[config.mk]
export PLATFORM = sky130hd
export DESIGN_NAME = uaf_autoflow
export DESIGN_NICKNAME = d
export VERILOG_FILES = /design/src/design/uaf_pkg.sv /design/src/design/uaf_autoflow.sv /design/src/design/uaf_fifo.sv
export SDC_FILE = /design/constraint.sdc
export NUM_CORES = 1
export LEC_CHECK = 0
export BUFFER_PORTS_ARGS = -buffer_cell sky130_fd_sc_hd__buf_2
export CAP_MARGIN = 20
export CORE_UTILIZATION = 29
export CTS_BUF_LIST = sky130_fd_sc_hd__clkbuf_8
export CTS_CLUSTER_DIAMETER = 100
export DETAILED_ROUTE_END_ITERATION = 10
export PLACE_DENSITY_LB_ADDON = 0.08
export RECOVER_POWER = 100
export SKIP_LAST_GASP = 1
export SLEW_MARGIN = 5
export SYNTH_ARGS = -nofsm -noshare
export SYNTH_HDL_FRONTEND = slang
export SYNTH_SLANG_ARGS = --single-unit
[constraint.sdc]
create_clock -name clk -period 3.9 [get_ports clk]
set_clock_uncertainty 0.1 [all_clocks]
set_input_delay 0.195 -clock clk [delete_from_list [all_inputs] [get_ports clk]]
set_output_delay 0.195 -clock clk [all_outputs]
set_load 0.05 [all_outputs]
[src/design/uaf_pkg.sv]
// constants shared by the autoflow control block and its testbench
package uaf_pkg;
   localparam int DATA_W = 8;
   localparam int RX_DEPTH = 16;
   localparam int TX_DEPTH = 8;
   // receive trigger level select codes
   localparam logic [1:0] TRIG_SEL_1 = 2'h0;
   localparam logic [1:0] TRIG_SEL_4 = 2'h1;
   localparam logic [1:0] TRIG_SEL_8 = 2'h2;
   localparam logic [1:0] TRIG_SEL_14 = 2'h3;
   localparam int TRIG_LVL_1 = 1;
   localparam int TRIG_LVL_4 = 4;
   localparam int TRIG_LVL_8 = 8;
   localparam logic RTS_RESET = 1'b0;
   typedef enum logic [1:0] {TX_IDLE, TX_SEND, TX_HOLD} uaf_tx_st_t;
endpackage

[src/design/uaf_autoflow.sv]
// auto-rts / auto-cts flow control for one uart channel
//////////////////////////////////////////////////////////////////////////////
// What this block does
// - with auto-cts on, a byte starts only while clear-to-send is active
// - trigger 1, 4 or 8 with auto-rts: drop rts when fill reaches trigger
// - one more byte after rts drops is still accepted into the fifo
// - trigger 1, 4 or 8: raise rts again once reads empty the fifo
// - trigger 14: drop rts when sixteenth character's first data bit arrives
// - trigger 14: raise rts if one free and idle, or more than one free
// - trigger 14, fifo full: the first buffer read raises rts again when no character is arriving
// - receive fifo holds sixteen, full when the sixteenth byte completes
// - cts dropped before last stop bit midpoint withholds the next byte
// - cts returning active lets a held transmitter resume
// - cts level changes raise no interrupt while flow control is on
// - without auto-cts every queued byte is sent regardless of cts
// - autoflow bit and rts bit both set give auto-rts plus auto-cts
// - autoflow bit set with rts bit clear gives auto-cts only
// - trigger level selectable among 1, 4, 8 and 14 bytes
//////////////////////////////////////////////////////////////////////////////
`timescale 1ns/1ps
module uaf_autoflow #(
   parameter int RX_DEPTH = uaf_pkg::RX_DEPTH,
   parameter int TX_DEPTH = uaf_pkg::TX_DEPTH
) (
   input wire logic clk,
   input wire logic rst_n,
   input wire logic autoflow_enable_bit,
   input wire logic modem_rts_bit,
   input wire logic [1:0] trig_sel,
   input wire logic cts_n,
   output logic rts_n,
   output logic cts_change_irq,
   input wire logic host_tx_valid,
   input wire logic [uaf_pkg::DATA_W-1:0] host_tx_data,
   output logic host_tx_ready,
   output logic tx_start,
   output logic [uaf_pkg::DATA_W-1:0] tx_byte,
   input wire logic tx_stop_mid,
   input wire logic rx_first_bit,
   input wire logic rx_done,
   input wire logic [uaf_pkg::DATA_W-1:0] rx_data,
   input wire logic rd_req,
   output logic rd_valid,
   output logic [uaf_pkg::DATA_W-1:0] rd_data,
   output logic rx_overrun
);
   localparam int CW = $clog2(RX_DEPTH + 1);
   localparam int TCW = $clog2(TX_DEPTH + 1);
   if (RX_DEPTH != 16) begin : g_chk_rx
      $error("uaf_autoflow: trigger 14 timing needs a 16 deep receive fifo");
   end
   if (TX_DEPTH < 2) begin : g_chk_tx
      $error("uaf_autoflow: transmit fifo too shallow");
   end

   typedef struct packed {
      uaf_pkg::uaf_tx_st_t tx_st;
      logic rts;
      logic rx_busy;
      logic cts_q;
      logic dcts;
      logic tx_start;
      logic [uaf_pkg::DATA_W-1:0] tx_byte;
      logic rd_valid;
      logic [uaf_pkg::DATA_W-1:0] rd_data;
      logic ovr;
      logic host_ready;
   } uaf_st_t;
   uaf_st_t s_reg;
   uaf_st_t s_next;

   logic auto_cts;
   logic auto_rts;
   logic cts_act;
   logic trig14;
   logic [CW-1:0] trig_lvl;
   logic rxq_ready;
   logic rxq_valid;
   logic [uaf_pkg::DATA_W-1:0] rxq_data;
   logic [CW-1:0] rx_cnt;
   logic [CW-1:0] cnt_n;
   logic [CW-1:0] free_n;
   logic rx_push;
   logic rx_pop;
   logic txq_in_ready;
   logic txq_valid;
   logic [uaf_pkg::DATA_W-1:0] txq_data;
   logic tx_pop;
   logic [TCW-1:0] tx_cnt;

   //////////////////////////////////////////////////////////////////////////
   assign auto_cts = autoflow_enable_bit;
   assign auto_rts = autoflow_enable_bit && modem_rts_bit;
   assign cts_act = !cts_n;
   assign trig14 = (trig_sel == uaf_pkg::TRIG_SEL_14);

   always_comb begin
      case (trig_sel)
         uaf_pkg::TRIG_SEL_1: trig_lvl = CW'(uaf_pkg::TRIG_LVL_1);
         uaf_pkg::TRIG_SEL_4: trig_lvl = CW'(uaf_pkg::TRIG_LVL_4);
         uaf_pkg::TRIG_SEL_8: trig_lvl = CW'(uaf_pkg::TRIG_LVL_8);
         default: trig_lvl = CW'(RX_DEPTH);
      endcase
   end

   // receive fifo fills until truly full, so the byte in flight after rts drops still lands
   uaf_fifo #(.WIDTH(uaf_pkg::DATA_W), .DEPTH(RX_DEPTH)) u_rxq (
      .clk(clk),
      .rst_n(rst_n),
      .in_valid(rx_done),
      .in_ready(rxq_ready),
      .in_data(rx_data),
      .out_valid(rxq_valid),
      .out_ready(rd_req),
      .out_data(rxq_data),
      .count(rx_cnt)
   );

   // the stall on the filling side reaches the host through host_tx_ready
   uaf_fifo #(.WIDTH(uaf_pkg::DATA_W), .DEPTH(TX_DEPTH)) u_txq (
      .clk(clk),
      .rst_n(rst_n),
      .in_valid(host_tx_valid),
      .in_ready(txq_in_ready),
      .in_data(host_tx_data),
      .out_valid(txq_valid),
      .out_ready(tx_pop),
      .out_data(txq_data),
      .count(tx_cnt)
   );

   assign rx_push = rx_done && rxq_ready;
   assign rx_pop = rd_req && rxq_valid;
   assign cnt_n = rx_cnt + CW'(rx_push) - CW'(rx_pop);
   assign free_n = CW'(RX_DEPTH) - cnt_n;
   assign tx_pop = s_next.tx_start;

   //////////////////////////////////////////////////////////////////////////
   always_comb begin
      s_next = s_reg;
      s_next.tx_start = 1'b0;
      s_next.rd_valid = 1'b0;
      s_next.dcts = 1'b0;
      s_next.cts_q = cts_n;
      s_next.ovr = rx_done && !rxq_ready;
      // host_ready is one cycle late; pessimistic by one so the fifo is never overfilled
      s_next.host_ready = (tx_cnt + TCW'(host_tx_valid && txq_in_ready)) < TCW'(TX_DEPTH - 1);

      // modem status delta is only reported with flow control off
      if (!autoflow_enable_bit && (cts_n != s_reg.cts_q)) begin
         s_next.dcts = 1'b1;
      end

      if (rx_first_bit) begin
         s_next.rx_busy = 1'b1;
      end else if (rx_done) begin
         s_next.rx_busy = 1'b0;
      end

      if (rx_pop) begin
         s_next.rd_valid = 1'b1;
         s_next.rd_data = rxq_data;
      end

      // rts
      if (!auto_rts) begin
         s_next.rts = modem_rts_bit;
      end else if (trig14) begin
         // full: a read frees one slot with nothing in flight, so rts comes back
         s_next.rts = (free_n > CW'(1)) ||
                      ((free_n == CW'(1)) && !s_next.rx_busy);
      end else if (cnt_n >= trig_lvl) begin
         s_next.rts = 1'b0;
      end else if (cnt_n == '0) begin
         s_next.rts = 1'b1;
      end

      // transmitter gate, checked once per byte boundary
      case (s_reg.tx_st)
         uaf_pkg::TX_IDLE: begin
            if (txq_valid && (!auto_cts || cts_act)) begin
               s_next.tx_start = 1'b1;
               s_next.tx_byte = txq_data;
               s_next.tx_st = uaf_pkg::TX_SEND;
            end
         end
         uaf_pkg::TX_SEND: begin
            if (tx_stop_mid) begin
               s_next.tx_st = (auto_cts && !cts_act) ? uaf_pkg::TX_HOLD
                                                     : uaf_pkg::TX_IDLE;
            end
         end
         uaf_pkg::TX_HOLD: begin
            if (!auto_cts || cts_act) begin
               s_next.tx_st = uaf_pkg::TX_IDLE;
               if (txq_valid) begin
                  s_next.tx_start = 1'b1;
                  s_next.tx_byte = txq_data;
                  s_next.tx_st = uaf_pkg::TX_SEND;
               end
            end
         end
         default: s_next.tx_st = uaf_pkg::TX_IDLE;
      endcase
   end

   always_ff @(posedge clk) begin
      if (!rst_n) begin
         s_reg <= '0;
         s_reg.tx_st <= uaf_pkg::TX_IDLE;
         s_reg.rts <= uaf_pkg::RTS_RESET;
         s_reg.cts_q <= 1'b1;
         s_reg.host_ready <= 1'b1;
      end else begin
         s_reg <= s_next;
      end
   end

   assign rts_n = !s_reg.rts;
   assign cts_change_irq = s_reg.dcts;
   assign host_tx_ready = s_reg.host_ready;
   assign tx_start = s_reg.tx_start;
   assign tx_byte = s_reg.tx_byte;
   assign rd_valid = s_reg.rd_valid;
   assign rd_data = s_reg.rd_data;
   assign rx_overrun = s_reg.ovr;
endmodule

[src/design/uaf_fifo.sv]
// flip-flop fifo with valid/ready on both sides and a fill count
`timescale 1ns/1ps
module uaf_fifo #(
   parameter int WIDTH = 8,
   parameter int DEPTH = 8
) (
   input wire logic clk,
   input wire logic rst_n,
   input wire logic in_valid,
   output logic in_ready,
   input wire logic [WIDTH-1:0] in_data,
   output logic out_valid,
   input wire logic out_ready,
   output logic [WIDTH-1:0] out_data,
   output logic [$clog2(DEPTH+1)-1:0] count
);
   localparam int AW = (DEPTH > 1) ? $clog2(DEPTH) : 1;
   localparam int CW = $clog2(DEPTH + 1);
   if (DEPTH < 2) begin : g_chk
      $error("uaf_fifo needs DEPTH of at least 2");
   end
   typedef struct packed {
      logic [DEPTH-1:0][WIDTH-1:0] mem;
      logic [AW-1:0] wr_ptr;
      logic [AW-1:0] rd_ptr;
      logic [CW-1:0] cnt;
      logic full;
      logic empty;
   } uaf_fifo_st_t;
   uaf_fifo_st_t s_reg;
   uaf_fifo_st_t s_next;
   logic push;
   logic pop;

   assign in_ready = !s_reg.full;
   assign out_valid = !s_reg.empty;
   assign out_data = s_reg.mem[s_reg.rd_ptr];
   assign count = s_reg.cnt;
   assign push = in_valid && !s_reg.full;
   assign pop = out_ready && !s_reg.empty;

   always_comb begin
      s_next = s_reg;
      if (push) begin
         s_next.mem[s_reg.wr_ptr] = in_data;
         s_next.wr_ptr = (s_reg.wr_ptr == AW'(DEPTH - 1)) ? '0 : s_reg.wr_ptr + 1'b1;
      end
      if (pop) begin
         s_next.rd_ptr = (s_reg.rd_ptr == AW'(DEPTH - 1)) ? '0 : s_reg.rd_ptr + 1'b1;
      end
      s_next.cnt = s_reg.cnt + CW'(push) - CW'(pop);
      s_next.full = (s_next.cnt == CW'(DEPTH));
      s_next.empty = (s_next.cnt == '0);
   end

   always_ff @(posedge clk) begin
      if (!rst_n) begin
         s_reg <= '0;
         s_reg.empty <= 1'b1;
      end else begin
         s_reg <= s_next;
      end
   end
endmodule

==> results of run 1 <==
## metal layers
layer,global-route usage [%],wire (µm)
met2,24.7,14000
met4,4.87,652
met1,25.2,17900
met5,0,0
met3,3.61,1290
## how the worst max path moves through the flow
stage	from	to	slack, ns
after floorplan	u_rxq.s_reg[0]$_SDFF_PN1_	s_reg[23]$_SDFFE_PN0P_	0.78
after global placement	u_rxq.s_reg[0]$_SDFF_PN1_	s_reg[23]$_SDFFE_PN0P_	0.73
after detailed placement	u_rxq.s_reg[0]$_SDFF_PN1_	s_reg[23]$_SDFFE_PN0P_	0.67
after CTS	u_rxq.s_reg[0]$_SDFF_PN1_	s_reg[23]$_SDFFE_PN0P_	0.12
after global routing	u_rxq.s_reg[0]$_SDFF_PN1_	s_reg[23]$_SDFFE_PN0P_	0.04
final	u_rxq.s_reg[0]$_SDFF_PN1_	s_reg[23]$_SDFFE_PN0P_	0.23
## final cells by class
class | instances | area share [%]
clock buffers | 65 | 6.77
clock inverters | 18 | 0.540
inverters | 20 | 0.568
multi-input cells | 823 | 44.7
flip-flops and latches | 245 | 37.1
well taps | 518 | 4.90
repair buffers | 107 | 5.38
## power by group
part | total [mW] | internal (mW) | leakage [nW] | switching, mW
Sequential | 2.83 | 2.68 | 1.99 | 0.150
Combinational | 1.74 | 0.640 | 2.05 | 1.10
Clock | 2.61 | 1.47 | 0.559 | 1.15
Total | 7.18 | 4.79 | 4.59 | 2.39
## worst min-delay path: stages
cell           delay (ns)
dlygate4sd3_1        0.52
buf_2                0.13
nand2b_1             0.10
## cell usage in the layout, fill, tap and decap left out, types with 7 or more instances in the layout
cell	instances
o21ai_0	27
nand2_1	174
inv_1	35
mux4_2	40
buf_2	26
a21boi_0	141
a21oi_1	31
clkbuf_1	28
a22oi_1	8
dfxtp_1	244
nand3_1	140
nor2_1	8
buf_4	24
xnor2_1	7
mux2i_1	82
ha_1	26
dlygate4sd3_1	27
and2_1	8
clkbuf_8	65
nor2b_1	65
## stage by stage
stage	utilization (%)	hold slack (ns)
after floorplan	-	0.171
after global placement	30.9	0.328
after detailed placement	30.9	0.323
after CTS	34.1	0.0556
after global routing	34.0	0.282
final	34.0	0.284
## kinds of logic (layout without fill, tap and decap cells)
| logic type | count (synthesis) | after routing | synth area share, % |
|---|---|---|---|
| AO/OA/AOI/OAI | 228 | 228 | 13.7 |
| flip-flops | 245 | 245 | 42.6 |
| multiplexers | 122 | 122 | 14.9 |
| adder cells (fa/ha/maj) | 27 | 27 | 3.00 |
| AND/OR/NAND/NOR | 434 | 434 | 18.5 |
| XOR/XNOR | 12 | 12 | 0.912 |
| buffers and inverters | 145 | 210 | 6.37 |
## synth_stat cells, types with 3 or more instances
cell type	number	area share [%]
buf_2	47	2.0
nand2b_1	6	0.33
clkbuf_1	47	1.5
nor3_1	5	0.22
buf_6	6	0.59
mux2i_1	82	7.1
mux4_2	40	7.8
a21oi_1	31	1.3
a211oi_1	3	0.20
dfxtp_1	245	43
and3_1	3	0.16
nand3b_1	4	0.26
xnor2_1	9	0.68
xor2_1	3	0.23
inv_1	19	0.62
nor3b_1	5	0.33
o221ai_1	5	0.38
nor2b_1	65	3.5
nand3_1	140	6.1
a211o_1	3	0.23
buf_4	23	1.5
ha_1	26	2.8
a21boi_0	135	8.8
nand2_1	174	5.7
and2_1	11	0.60
a21boi_1	6	0.39
o21ai_0	27	1.2
nor2_2	3	0.16
a22oi_1	8	0.52
nor2_1	6	0.20
## timing repair
action	4_1_cts	5_1_grt
hold buffers	27	0
endpoints found under the setup margin	0	1
resized for setup	0	3
endpoints found under the hold margin	203	0
==> results.sh, run 1 <==
export IMPL_place_hpwl_mm=21.1
export IMPL_worstHoldPathCells=3
export IMPL_grt_overflow=0
export IMPL_synthCells=1213
export IMPL_async_reset_ff_share_pct=0
export IMPL_worstMarginPinSlew_ns=2.77
export IMPL_synth_seq_cells=245
export IMPL_fin_ws_ns=0.230
export IMPL_synth_cell_types=50
export IMPL_grt_first_pass_wirelength_mm=53.6
export IMPL_pin_count=50
export IMPL_pre_cts_ws_ns=0.673
export IMPL_drc_errors=0
export IMPL_cap_violations=2
export IMPL_violations="capacitance limit, slew limit"
export IMPL_crit_required_ns=4.28
export IMPL_initial_core_util_pct=29.6
export IMPL_cpPeakStageDelay_ns=0.55
export IMPL_finalSetupViolCount=0
export IMPL_clock_sinks=245
export IMPL_slew_headroom_pct=-84.7
export IMPL_largest_register_ffs=138
export IMPL_numPortBuffers=49
export IMPL_cp_top_family="adder cells"
export IMPL_gp_congestion=0.729
export IMPL_r2r_end="s_reg[23]$_SDFFE_PN0P_"
export IMPL_clkTransAtPathRegs_ns=0.05
export IMPL_hold_viol=0
export IMPL_die_x_um=201
export IMPL_outcome="finished with violations"
export IMPL_final_nets=1300
export IMPL_rsz0062_at_grt="no"
export IMPL_hold_end="s_reg[21]$_SDFF_PN1_"
export IMPL_area_growth_pct=14.7
export IMPL_hold_start="cts_n"
export IMPL_fmax_ghz=0.272
export IMPL_syn_area_per_cell_um2=9.50
export IMPL_layoutNonFillerInstCount=1796
export IMPL_finalCritPeriodShare_pct=94.1
export IMPL_num_rows=72
export IMPL_fp_coreArea_um2=38900
export IMPL_synth_area_um2=11500
export IMPL_finalInstanceArea_um2=13200
export IMPL_drt_iter0_drc=449
export IMPL_track_usage_pct=17.1
export IMPL_die_area_um2=40500
export IMPL_period_needed_ns=3.67
export IMPL_leakagePower_nw=4.59
export IMPL_reg2reg_depth=16
export IMPL_yosys_warnings=0
export IMPL_tns_ns=0
export IMPL_cp_depth=16
export IMPL_crit_buf_inv=4
export IMPL_dpl_cell_count=1686
export IMPL_cts_root_buf="clkbuf_8"
export IMPL_die_h_um=201
export IMPL_clockBufferDepth=3
export IMPL_worst_path_max_delay_cell="dlygate4sd3_1"
export IMPL_crit_path_max_fanout=4
export IMPL_postCtsSetupBuffers=0
export IMPL_end_kind="register"
export IMPL_drv_slew=159
export IMPL_routed_wl_mm=33.8
export IMPL_syn_nets=1268
export IMPL_drtAntennaViolNets=0
export IMPL_vias=8675
export IMPL_start_kind="register"
export IMPL_grt_pass1_vias=8773
export IMPL_first_pass_iters=4
export IMPL_antenna_found_initial=0
export IMPL_ys_seq_area_share_pct=42.6
export IMPL_n_antenna_cell=0
export IMPL_synth_edff_count=0
export IMPL_critPathKind="register to register"
export IMPL_nFillCells=4104
export IMPL_crit_arrival_ns=4.05
export IMPL_cts_tree="built"
export IMPL_place_area_um2=12000
export IMPL_regToRegSetupSlack_ns=0.23
export IMPL_yosys_most_used_dff="dfxtp_1"
export IMPL_multi_input_area_um2=5910
export IMPL_drive_above_1_share_pct=13.5
export IMPL_clk_insertion_delay_late_ns=0.61
export IMPL_hold_class="primary input to register"
export IMPL_r2r_start="u_rxq.s_reg[0]$_SDFF_PN1_"
export IMPL_power_mw=7.18
export IMPL_path_cells="nand2b_2 -> inv_1 -> ha_1 -> inv_1 -> ha_1 -> fa_1 -> a21o_1 -> a21oi_1 -> xnor2_2 -> inv_1 -> ha_1 -> o21ai_0 -> a211o_1 -> a21oi_1 -> a211o_1 -> dlygate4sd3_1"
export IMPL_vias_per_cell=4.83
export IMPL_regArea_um2=4910
export IMPL_wl_per_cell_um=18.8
export IMPL_peakVddDrop_v=0.000182
export IMPL_powerDensity_nw_per_um2=543
export IMPL_numCtsBuffers=48
export IMPL_grt_max_degree=149
export IMPL_htreeDepth=2
(Power assumes the default switching activity.)
==> run 2, diff against run 1 <==
==> constraint.sdc (replaced) <==
create_clock -name clk -period 3.9 [get_ports clk]
set_clock_uncertainty 0.1 [all_clocks]
set_input_delay 0.39 -clock clk [delete_from_list [all_inputs] [get_ports clk]]
set_output_delay 0.39 -clock clk [all_outputs]
set_load 0.05 [all_outputs]
==> results.sh, run 2 (synthesis gave the netlist of run 1 again) <==
export IMPL_outcome="finished with violations"
export IMPL_violations="capacitance limit, slew limit"
export IMPL_die_h_um=201
export IMPL_n_antenna_cell=0
export IMPL_powerDensity_nw_per_um2=545
export IMPL_postCtsSetupBuffers=0
export IMPL_grt_first_pass_wirelength_mm=52.9
export IMPL_grt_overflow=0
export IMPL_die_area_um2=40500
export IMPL_clockBufferDepth=3
export IMPL_numCtsBuffers=48
export IMPL_worst_path_max_delay_cell="fa_1"
export IMPL_grt_pass1_vias=8660
export IMPL_track_usage_pct=16.8
export IMPL_multi_input_area_um2=5880
export IMPL_cap_violations=2
export IMPL_hold_start="host_tx_data[3]"
export IMPL_fp_coreArea_um2=38900
export IMPL_r2r_start="u_rxq.s_reg[0]$_SDFF_PN1_"
export IMPL_layout_commonest_cell="dfxtp_1"
export IMPL_drc_errors=0
export IMPL_hold_end="u_txq.s_reg[15]$_SDFFE_PN0P_"
export IMPL_path_cells="nand2b_1 -> inv_1 -> ha_1 -> inv_1 -> ha_1 -> fa_1 -> xnor2_1 -> inv_1 -> ha_1 -> nor4b_1 -> o21bai_1 -> a211o_1 -> a21oi_1 -> a211o_1"
export IMPL_rsz0062_at_grt="no"
export IMPL_clkTransAtPathRegs_ns=0.06
export IMPL_tns_ns=0
export IMPL_hold_viol=0
export IMPL_end_kind="register"
export IMPL_cts_root_buf="clkbuf_8"
export IMPL_die_x_um=201
export IMPL_r2r_end="s_reg[23]$_SDFFE_PN0P_"
export IMPL_first_pass_iters=5
export IMPL_largest_register_ffs=138
export IMPL_start_kind="register"
export IMPL_cpPeakStageDelay_ns=0.41
export IMPL_fmax_ghz=0.312
export IMPL_vias=8628
export IMPL_pin_count=50
export IMPL_crit_required_ns=4.34
export IMPL_regArea_um2=4900
export IMPL_regToRegSetupSlack_ns=0.69
export IMPL_routed_wl_mm=33.7
export IMPL_leakagePower_nw=4.48
export IMPL_clk_insertion_delay_late_ns=0.60
export IMPL_clock_sinks=245
export IMPL_grt_max_degree=131
export IMPL_gp_congestion=0.715
export IMPL_num_rows=72
export IMPL_worstHoldPathCells=3
export IMPL_vias_per_cell=4.86
export IMPL_pre_cts_ws_ns=0.507
export IMPL_critPathKind="register to register"
export IMPL_crit_arrival_ns=3.65
export IMPL_finalSetupViolCount=0
export IMPL_peakVddDrop_v=0.000211
export IMPL_nFillCells=4100
export IMPL_hold_class="primary input to register"
export IMPL_drv_slew=155
export IMPL_cts_tree="built"
export IMPL_numPortBuffers=49
export IMPL_drtAntennaViolNets=0
export IMPL_fin_ws_ns=0.691
export IMPL_reg2reg_depth=14
export IMPL_antenna_found_initial=1
export IMPL_final_cell_mix="245 x dfxtp_1, 174 x nand2_1, 141 x a21boi_0"
export IMPL_final_nets=1281
export IMPL_drt_iter0_drc=404
export IMPL_finalCritPeriodShare_pct=82.3
export IMPL_drive_above_1_share_pct=12.8
export IMPL_initial_core_util_pct=29.6
export IMPL_wl_per_cell_um=19.0
export IMPL_crit_path_max_fanout=4
export IMPL_place_hpwl_mm=20.8
export IMPL_period_needed_ns=3.21
export IMPL_slew_headroom_pct=-59.1
export IMPL_area_growth_pct=12.5
export IMPL_worstMarginPinSlew_ns=2.39
export IMPL_htreeDepth=2
## run 2: cell types whose count changed in the layout (fill, tap and decap cells not counted), moves of 3 or more
cell           previous run  this run
clkbuf_8                 65        60
clkinv_2                  3         0
dlygate4sd3_1            27         9
inv_1                    35        39
and2_0                    3         6
and2_1                    8         5
## run 2: report_power, final
part / total (mW) / internal [mW] / leakage (nW) / switching [mW]
Combinational: 1.70 / 0.600 / 1.94 / 1.10
Clock: 2.56 / 1.43 / 0.552 / 1.13
Sequential: 2.80 / 2.68 / 1.98 / 0.124
## run 2: stage by stage
| step | total power, mW | hold slack [ns] | instance area, µm² | util (%) | instances |
|---|---|---|---|---|---|
| global route | 7.54 | 0.0362 | 13000 | 33.3 | 1775 |
| finish | 7.06 | 0.0620 | 13000 | 33.3 | 1775 |
| detailed placement | 4.59 | 0.349 | 12100 | 31.0 | 1685 |
| global placement | 4.59 | 0.344 | 12100 | 31.0 | 1685 |
| floorplan | 4.16 | 0.332 | 11500 | - | 1213 |
| CTS | 7.24 | 0.00300 | 13100 | 33.6 | 1775 |
## run 2: cell type report
type,count,area share [%]
clock inverter,21,0.811
multi-input combinational,823,45.4
clock buffer,60,6.37
sequential,245,37.8
tap,518,5.00
inverter,20,0.579
timing repair buffer,88,4.01
## run 2: worst max path at each step
stage | from | endpoint | slack, ns | cells past startpoint
detailed placement | rd_req | s_reg[23]$_SDFFE_PN0P_ | 0.51 | 15
floorplan | rd_req | s_reg[23]$_SDFFE_PN0P_ | 0.71 | 15
finish | u_rxq.s_reg[0]$_SDFF_PN1_ | s_reg[23]$_SDFFE_PN0P_ | 0.69 | 14
global route | rx_done | u_rxq.s_reg[47]$_SDFFE_PN0P_ | 0.31 | 7
global placement | rd_req | s_reg[23]$_SDFFE_PN0P_ | 0.55 | 15
CTS | u_rxq.s_reg[0]$_SDFF_PN1_ | s_reg[23]$_SDFFE_PN0P_ | 0.68 | 14
## run 2: metal layers
metal	part of all wire, %	GRT usage [%]
met5	0.024	0
met4	1.6	4.63
met3	5.0	3.68
met2	41	24.2
met1	52	24.8
## run 2: repair_timing
| action | in CTS | in global routing |
|---|---|---|
| gates resized for setup | 0 | 0 |
| hold buffers | 9 | 0 |
| endpoints found under the hold margin | 9 | 0 |
## run 2: critical path: cells and delay by family, from the launching register on
family                     cells  cell delay [ns]
DFF                            1             0.29
xor gates and xnor gates       1             0.30
and+or+nand+nor                2             0.49
AOI/OAI and AO/OA              4             0.67
adders and majority gates      4             1.10
buffers and inverters          3             0.23
